### src/verilog/sysctl_defs.svh
// Offsets, field positions, reset values and timing counts of the system control registers.
// Assumes inclusion by the package and by the design modules.
`ifndef SYSCTL_DEFS_SVH
`define SYSCTL_DEFS_SVH

`define OFF_APP_INT_RST     12'h00c
`define OFF_LOW_POWER       12'h010
`define OFF_CORE_CONFIG     12'h014
`define ADDR_BITS           12

`define WRITE_KEY_VALUE     16'h05fa
`define KEY_HI              31
`define KEY_LO              16
`define BYTE_ORDER_POS      15
`define RESET_REQ_POS       2
`define DBG_CLR_POS         1
`define EVT_ON_PEND_POS     4
`define DEEP_SLEEP_POS      2
`define SLEEP_ON_RET_POS    1
`define STACK_ALIGN_POS     9
`define UNALIGN_TRAP_POS    3
`define PSR_ALIGN_POS       9

`define LOW_POWER_RESET     3'h0
`define RESET_PULSE_NS      100
`define CLK_PERIOD_NS       25
`define RESET_PULSE_CYC     ((`RESET_PULSE_NS + `CLK_PERIOD_NS - 1) / `CLK_PERIOD_NS)

`endif

### src/verilog/sysctl_pkg.sv
// Types shared by the system control register bank and its wake logic.
// Assumes the constants header lives beside it.
`include "sysctl_defs.svh"

package sysctl_pkg;

    typedef struct packed {
        logic evt_on_pend;
        logic deep_sleep;
        logic sleep_on_ret;
    } low_power_t;

    typedef struct packed {
        logic wfe_exec;
        logic sev_exec;
        logic irq_pending_any;
        logic irq_pending_en;
        logic event_in;
    } wake_in_t;

    typedef enum logic [1:0] {
        PWR_RUN,
        PWR_WAIT_EVT,
        PWR_SLEEP
    } pwr_state_t;

endpackage

### src/verilog/system_control_regs.sv
// System control register bank: keyed reset control, low-power control, config info.
// Assumes an AHB-Lite master on hclk; core sideband signals on hclk.
//
// Implementation choices: register access over AHB-Lite and the address map.
`timescale 1ns/1ps
`include "sysctl_defs.svh"

// Notes on behaviour
// Interrupt/reset control writes apply only with key 0x05fa in bits 31:16.
// Writing one to reset-request with valid key requests system reset; reads zero.
// Software must write zero to debug active-clear bit; it reads zero.
// Event-on-pending zero: enabled sources wake; one: all interrupts wake.
// Pending events wake a waiting core, else are latched for next wait.
// The send-event instruction also wakes the core from wait-for-event.
// Deep-sleep select chooses ordinary sleep (0) or deep sleep (1).
// Sleep-on-exit makes the core sleep on return to thread mode.
// Stack-alignment flag always reads one: eight-byte aligned exception stacks.
// Entry records alignment in stacked status bit nine; return restores it.
// Unaligned-trap flag reads one; every unaligned access raises hard fault.
// Configuration register is read-only; writes change nothing.
// Byte order flag, bit fifteen, reports endianness and ignores writes.
// Reserved bits read zero and ignore writes.
module system_control_regs
    import sysctl_pkg::*;
#(
    parameter logic BIG_ENDIAN = 1'b0
)
(
    input  wire logic        hclk,
    input  wire logic        hresetn,
    input  wire logic        hsel,
    input  wire logic [31:0] haddr,
    input  wire logic [1:0]  htrans,
    input  wire logic        hwrite,
    input  wire logic [2:0]  hsize,
    input  wire logic [31:0] hwdata,
    input  wire logic        hready,
    output logic             hreadyout,
    output logic             hresp,
    output logic [31:0]      hrdata,
    input  wire wake_in_t    wake_in,
    input  wire logic        handler_return,
    input  wire logic        exc_entry,
    input  wire logic        exc_return,
    input  wire logic        sp_bit2,
    input  wire logic        stacked_psr_align,
    input  wire logic        unaligned_access,
    output logic             sys_reset_req,
    output logic             sleep_req,
    output logic             deep_sleep_req,
    output logic             wake_now,
    output logic             event_latched,
    output logic             psr_align_bit,
    output logic             sp_realign,
    output logic             hard_fault_req
);

    ////////////////////////////////////////////////////////////////////////////////
    // State

    typedef struct packed {
        logic                     wr_pend;
        logic [`ADDR_BITS-1:0]    wr_addr;
        logic [31:0]              rdata;
        low_power_t               lp;
        logic [2:0]               rst_cnt;
        logic                     rst_req;
        pwr_state_t               pwr;
        logic                     psr_align;
        logic                     realign;
        logic                     fault;
    } state_t;

    state_t st_q;
    state_t st_d;

    logic     addr_phase;
    logic     key_ok;
    logic     word_ok;
    logic     waiting;
    logic     wake_int;
    logic     latched_int;
    wake_in_t wake_eff;

    ////////////////////////////////////////////////////////////////////////////////
    // Field helpers

    // Only aligned whole words reach the registers; narrower writes are dropped
    function automatic logic word_access(input logic [2:0] size,
                                         input logic [1:0] low);
        return (size == 3'h2) && (low == 2'h0);
    endfunction

    function automatic logic key_match(input logic [31:0] w);
        return w[`KEY_HI:`KEY_LO] == `WRITE_KEY_VALUE;
    endfunction

    function automatic logic [31:0] app_int_rst_word();
        logic [31:0] v;
        v                  = 32'h0000_0000;
        // The key field reads as zero rather than a random value
        v[`BYTE_ORDER_POS] = BIG_ENDIAN;
        v[`RESET_REQ_POS]  = 1'b0;
        v[`DBG_CLR_POS]    = 1'b0;
        return v;
    endfunction

    function automatic logic [31:0] low_power_word(input low_power_t lp);
        logic [31:0] v;
        v                    = 32'h0000_0000;
        v[`EVT_ON_PEND_POS]  = lp.evt_on_pend;
        v[`DEEP_SLEEP_POS]   = lp.deep_sleep;
        v[`SLEEP_ON_RET_POS] = lp.sleep_on_ret;
        return v;
    endfunction

    function automatic low_power_t low_power_fields(input logic [31:0] w);
        low_power_t lp;
        lp.evt_on_pend  = w[`EVT_ON_PEND_POS];
        lp.deep_sleep   = w[`DEEP_SLEEP_POS];
        lp.sleep_on_ret = w[`SLEEP_ON_RET_POS];
        return lp;
    endfunction

    function automatic logic [31:0] core_config_word();
        logic [31:0] v;
        v                    = 32'h0000_0000;
        v[`STACK_ALIGN_POS]  = 1'b1;
        v[`UNALIGN_TRAP_POS] = 1'b1;
        return v;
    endfunction

    function automatic logic in_low_power(input pwr_state_t p);
        return p != PWR_RUN;
    endfunction

    ////////////////////////////////////////////////////////////////////////////////
    // Read value of a register at a word offset

    function automatic logic [31:0] read_word(input logic [`ADDR_BITS-1:0] a,
                                              input low_power_t lp);
        logic [31:0] v;
        v = 32'h0000_0000;
        case (a)
            `OFF_APP_INT_RST: v = app_int_rst_word();
            `OFF_LOW_POWER:   v = low_power_word(lp);
            `OFF_CORE_CONFIG: v = core_config_word();
            default: v = 32'h0000_0000;
        endcase
        return v;
    endfunction

    ////////////////////////////////////////////////////////////////////////////////
    // Wait-for-event latch

    wake_event_latch u_wake (
        .hclk        (hclk),
        .hresetn     (hresetn),
        .evt_on_pend (st_q.lp.evt_on_pend),
        .wake_in     (wake_eff),
        .wake_now    (wake_int),
        .latched     (latched_int)
    );

    ////////////////////////////////////////////////////////////////////////////////
    // Next state

    assign addr_phase = hsel & hready & htrans[1];
    assign word_ok    = word_access(hsize, haddr[1:0]);
    assign key_ok     = key_match(hwdata);
    // A waiting core consumes a new event at once instead of latching it
    assign waiting    = (st_q.pwr == PWR_WAIT_EVT);
    assign wake_eff   = {wake_in.wfe_exec | waiting, wake_in.sev_exec, wake_in.irq_pending_any,
                         wake_in.irq_pending_en, wake_in.event_in};

    always_comb begin
        st_d         = st_q;
        st_d.wr_pend = 1'b0;
        st_d.fault   = unaligned_access;
        st_d.realign = 1'b0;

        if (addr_phase) begin
            st_d.wr_pend = hwrite & word_ok;
            st_d.wr_addr = haddr[`ADDR_BITS-1:0];
        end

        // Write data arrive one cycle after the address phase
        if (st_q.wr_pend) begin
            case (st_q.wr_addr)
                `OFF_APP_INT_RST: begin
                    // A wrong key drops the whole word
                    if (key_ok && hwdata[`RESET_REQ_POS]) begin
                        st_d.rst_req = 1'b1;
                        st_d.rst_cnt = 3'(`RESET_PULSE_CYC);
                    end
                end
                `OFF_LOW_POWER: begin
                    st_d.lp = low_power_fields(hwdata);
                end
                default: begin
                    // Configuration word and unmapped offsets take no write
                    st_d.lp = st_q.lp;
                end
            endcase
        end

        // Read data use the updated control word, so a read right behind a write sees it
        if (addr_phase) begin
            st_d.rdata = read_word(haddr[`ADDR_BITS-1:0], st_d.lp);
        end

        // Reset request is held a few cycles so slow reset logic catches it
        if (st_q.rst_req) begin
            if (st_q.rst_cnt == 3'h1) begin
                st_d.rst_req = 1'b0;
            end
            st_d.rst_cnt = st_q.rst_cnt - 3'h1;
        end

        // Exception stacking keeps eight-byte alignment
        if (exc_entry) begin
            st_d.psr_align = sp_bit2;
        end
        if (exc_return) begin
            st_d.realign = stacked_psr_align;
        end

        case (st_q.pwr)
            PWR_RUN: begin
                if (wake_in.wfe_exec && !latched_int) begin
                    st_d.pwr = PWR_WAIT_EVT;
                end else if (handler_return && st_q.lp.sleep_on_ret) begin
                    st_d.pwr = PWR_SLEEP;
                end
            end
            PWR_WAIT_EVT: begin
                if (wake_int) begin
                    st_d.pwr = PWR_RUN;
                end
            end
            PWR_SLEEP: begin
                if (wake_in.irq_pending_en) begin
                    st_d.pwr = PWR_RUN;
                end
            end
            default: st_d.pwr = PWR_RUN;
        endcase
    end

    always_ff @(posedge hclk or negedge hresetn) begin
        if (!hresetn) begin
            st_q           <= '0;
            st_q.lp        <= `LOW_POWER_RESET;
            st_q.pwr       <= PWR_RUN;
        end else begin
            st_q <= st_d;
        end
    end

    ////////////////////////////////////////////////////////////////////////////////
    // Outputs

    assign hreadyout      = 1'b1;
    assign hresp          = 1'b0;
    assign hrdata         = st_q.rdata;
    assign sys_reset_req  = st_q.rst_req;
    assign sleep_req      = in_low_power(st_q.pwr) & ~st_q.lp.deep_sleep;
    assign deep_sleep_req = in_low_power(st_q.pwr) & st_q.lp.deep_sleep;
    assign wake_now       = wake_int;
    assign event_latched  = latched_int;
    assign psr_align_bit  = st_q.psr_align;
    assign sp_realign     = st_q.realign;
    assign hard_fault_req = st_q.fault;

endmodule

### src/verilog/wake_event_latch.sv
// Event latch and wake decision for wait-for-event.
// Assumes all inputs come from core logic on hclk.
`timescale 1ns/1ps

module wake_event_latch
    import sysctl_pkg::*;
(
    input  wire logic     hclk,
    input  wire logic     hresetn,
    input  wire logic     evt_on_pend,
    input  wire wake_in_t wake_in,
    output logic          wake_now,
    output logic          latched
);

    typedef struct packed {
        logic latch;
        logic wake;
    } state_t;

    state_t st_q;
    state_t st_d;
    logic   pend_evt;
    logic   ev;

    ////////////////////////////////////////////////////////////////////////////////
    always_comb begin
        st_d     = st_q;
        // Disabled interrupts count only with send-event-on-pending set
        pend_evt = wake_in.irq_pending_en | (evt_on_pend & wake_in.irq_pending_any);
        ev       = pend_evt | wake_in.event_in | wake_in.sev_exec;
        st_d.wake = 1'b0;
        if (wake_in.wfe_exec) begin
            if (st_q.latch || ev) begin
                st_d.wake  = 1'b1;
                st_d.latch = 1'b0;
            end
        end else if (ev) begin
            st_d.latch = 1'b1;
        end
    end

    always_ff @(posedge hclk or negedge hresetn) begin
        if (!hresetn) begin
            st_q <= '0;
        end else begin
            st_q <= st_d;
        end
    end

    assign wake_now = st_q.wake;
    assign latched  = st_q.latch;

endmodule

### config.mk
export PLATFORM = sky130hd
export DESIGN_NAME = system_control_regs
export DESIGN_NICKNAME = d
export VERILOG_FILES = /design/src/verilog/sysctl_pkg.sv /design/src/verilog/system_control_regs.sv /design/src/verilog/wake_event_latch.sv
export VERILOG_INCLUDE_DIRS = /design/src /design/src/verilog
export SDC_FILE = /design/constraint.sdc
export NUM_CORES = 1
export LEC_CHECK = 0
export BUFFER_PORTS_ARGS = -buffer_cell sky130_fd_sc_hd__buf_2
export CORE_ASPECT_RATIO = 1.25
export CORE_MARGIN = 1.5
export CORE_UTILIZATION = 42
export DETAILED_ROUTE_END_ITERATION = 16
export PLACE_DENSITY = 0.85
export SETUP_SLACK_MARGIN = 0.02
export SYNTH_ARGS = -nofsm -noshare
export SYNTH_HDL_FRONTEND = slang
export SYNTH_SLANG_ARGS = --single-unit
### constraint.sdc
create_clock -name hclk -period 2.6 [get_ports hclk]
set_clock_uncertainty 0.15 [all_clocks]
set_input_delay 0.26 -clock hclk [delete_from_list [all_inputs] [get_ports hclk]]
set_output_delay 0.26 -clock hclk [all_outputs]
set_load 0.01 [all_outputs]
==> impl_metrics.tcl <==
set metrics [dict create \
    status "finished clean" \
    cpMaxStageDelayCell "nor4_1" \
    hold_end "sp_realign" \
    syn_inst 147 \
    numClockSinks 31 \
    num_rows 25 \
    vias 1231 \
    via_per_inst 4.87 \
    slew_violations 0 \
    start_util_pct 43.4 \
    avgSynthCellArea_um2 11.0 \
    end_kind "register" \
    slew_headroom_pct 53.8 \
    synth-main-ff-cell "dfrtp_1" \
    reg2regPathDepth 4 \
    drt_iter0_drc 13 \
    p_leak_uw 0.000989 \
    dp_hpwl_um 2510 \
    worstPathRequired_ns 2.62 \
    critPathTopFamily "simple AND/OR/NAND/NOR gates" \
    worstHoldPathCells 2 \
    synth_edf_count 0 \
    die_width_um 58.5 \
    ys_types 32 \
    htreeDepth 2 \
    place_congestion 0.746 \
    cts_tree "done" \
    grt_usage_pct 16.2 \
    root_buffer "clkbuf_8" \
    r2r_slack_ns 0.59 \
    hp-class "in -> reg" \
    grt_max_degree 32 \
    synth_warnings 0 \
    finalCriticalPeriod_ns 2.01 \
    io_pins 127 \
    grt_antenna_before_repair 0 \
    dieArea_mm2 0.00423 \
    ys_seq_area_share_pct 48.0 \
    rsz0062_at_grt "no" \
    final_cell_mix "buf_2 (63), dfrtp_1 (31), conb_1 (29)" \
    p_sw_share_pct 25.4 \
    arrival_ns 2.03 \
    hp-start "stacked_psr_align" \
    fin_nets 299 \
    grt_pass1_wl_um 4960 \
    critPathMaxStageDelay_ns 0.49 \
    synth_area_mm2 0.00162 \
    ys_seq_elements 31 \
    clkPwrFrac_pct 35.2 \
    cap_violations 0 \
    wire_per_inst_um 12.2 \
    clkTransAtPathRegs_ns 0.06 \
    n_antenna_cell 0 \
    crit_chain "nor4_1 > nand4_1 > mux2_2 > a22o_1" \
    crit_buf_inv 0 \
    route.detailed.drc 0 \
    pwr-share-seq_pct 48.8 \
    wirelength_um 3090 \
    fin_tns_setup_ns 0 \
    pre_cts_ws_ns 0.573 \
    crit_type "reg -> reg" \
    fmax_ghz 0.497 \
    fp.dieH_um 72.4 \
    worst_pin_slew_ns 0.693 \
    setup.worst_path.start_class "register" \
    syn_to_final_growth_pct 21.1 \
    dpl_cell_area_mm2 0.00183 \
    layout.cells.most_common "buf_2" \
    grt_pass1_vias 1175 \
    fin_ws_ns 0.590 \
    whs_ns 0.0342 \
    io_buffers 63 \
    async_reset_ff_share_pct 100 \
    setup_violations 0 \
    p_int_uw 874 \
    p_comb_share_pct 15.9 \
    ant_nets 0 \
    p_per_area_mw_per_mm2 598 \
    hold_viol 0 \
    clock_path_buffers 2 \
    drive_gt1_share_pct 42.3 \
    grt.overflow.total 0 \
    critPathMaxFanout 3 \
    coreArea_mm2 0.00372 \
    ir_drop_mv 0.307 \
    r2r_start "st_q[51]" \
    r2r_end "hrdata[1]" \
    design_area_mm2 0.00196 \
    p_sw_uw 298 \
    cts_buffers 5 \
    drt_pass1_iterations 4 \
    post-route-period-util_pct 77.3 \
    insertion_delay_ns 0.28 \
]
[cell families (layout without fill, tap and decap cells)]
kind of cell    after synthesis  count (layout)  synth area share [%]
other cells                   2              29                 0.465
mux                          16              16                  11.1
fa+ha+maj                     2               2                  1.55
xor+xnor                      1               1                 0.542
buf+inv                      42              81                  17.6
compound gates               13              13                  5.65
simple gates                 40              40                  15.0
flops                        31              31                  48.0
[power groups by stage]
| stage | combinational [uW] | sequential [uW] | clock [uW] |
|---|---|---|---|
| finish | 187 | 572 | 413 |
| global route | 210 | 580 | 451 |
| CTS | 190 | 572 | 424 |
| detailed placement | 186 | 582 | 0 |
| global placement | 179 | 577 | 0 |
| floorplan | 135 | 576 | 0 |
[state kept, by name (all words and copies together) (netlist names)]
register,flops
psr_align_bit,1
sp_realign,1
hrdata,4
sys_reset_req,1
u_wake.latched,1
st_q,21
u_wake.wake_now,1
hard_fault_req,1
[routing by layer]
layer  share of wire (%)  global-route usage (%)  routed length, um  up-vias
li1                    -                       -                  -      578
met1                  38                    16.9               1170      588
met2                  53                    28.0               1630       58
met3                 7.4                    6.24                229        7
met4                 2.1                    7.75                 65        0
met5                   0                       0                  0        -
[stage by stage]
step                      util [%]  total power, uW  cells
after floorplan                  -              711    174
after global placement        49.1              756    242
after detailed placement      49.1              767    242
after CTS                     52.6             1190    253
after global routing          52.6             1240    253
final                         52.6             1170    253
[cell usage after synthesis, drive strengths merged (2+ instances only)]
| library cell | n | share of area [%] |
|---|---|---|
| nor4bb | 2 | 1.2 |
| clkbuf | 2 | 0.46 |
| nand2 | 6 | 1.4 |
| buf | 34 | 16 |
| or4 | 3 | 1.9 |
| dfrtp | 31 | 48 |
| a21oi | 2 | 0.62 |
| nand3 | 3 | 0.93 |
| nor4b | 2 | 1.1 |
| nor3b | 2 | 0.93 |
| inv | 6 | 1.4 |
| a22o | 3 | 1.6 |
| o21ai | 4 | 1.2 |
| nor2 | 8 | 1.9 |
| mux2 | 16 | 11 |
| conb | 2 | 0.46 |
| nor4 | 4 | 1.5 |
| nand4 | 2 | 0.77 |
| nor2b | 3 | 1.2 |
| ha | 2 | 1.5 |
[timing repair]
| action | in CTS | in global routing |
|---|---|---|
| hold buffers | 3 | 0 |
| setup buffers | 0 | 0 |
| resized for setup | 0 | 0 |
| endpoints found under the hold margin | 33 | 0 |
[worst max-delay path by stage]
stage	startpoint	endpoint	slack (ns)	depth (start not counted)
final	st_q[51]	hrdata[1]	0.59	4
after global routing	st_q[51]	hrdata[1]	0.45	4
after CTS	st_q[51]	hrdata[1]	0.56	4
after detailed placement	st_q[51]	hrdata[1]	0.57	4
after global placement	st_q[51]	hrdata[4]	0.64	4
after floorplan	st_q[48]	st_q[8]	0.81	3
[layout make-up]
cell class                      instances  area (um^2)
Inverter                                6         22.5
Multi-Input combinational cell        101          657
Sequential cell                        31          776
Timing Repair Buffer                   67          353
Clock buffer                            8          100
Tap cell                               40         50.0
Fill cell                             346         1760
(Power assumes the default switching activity.)
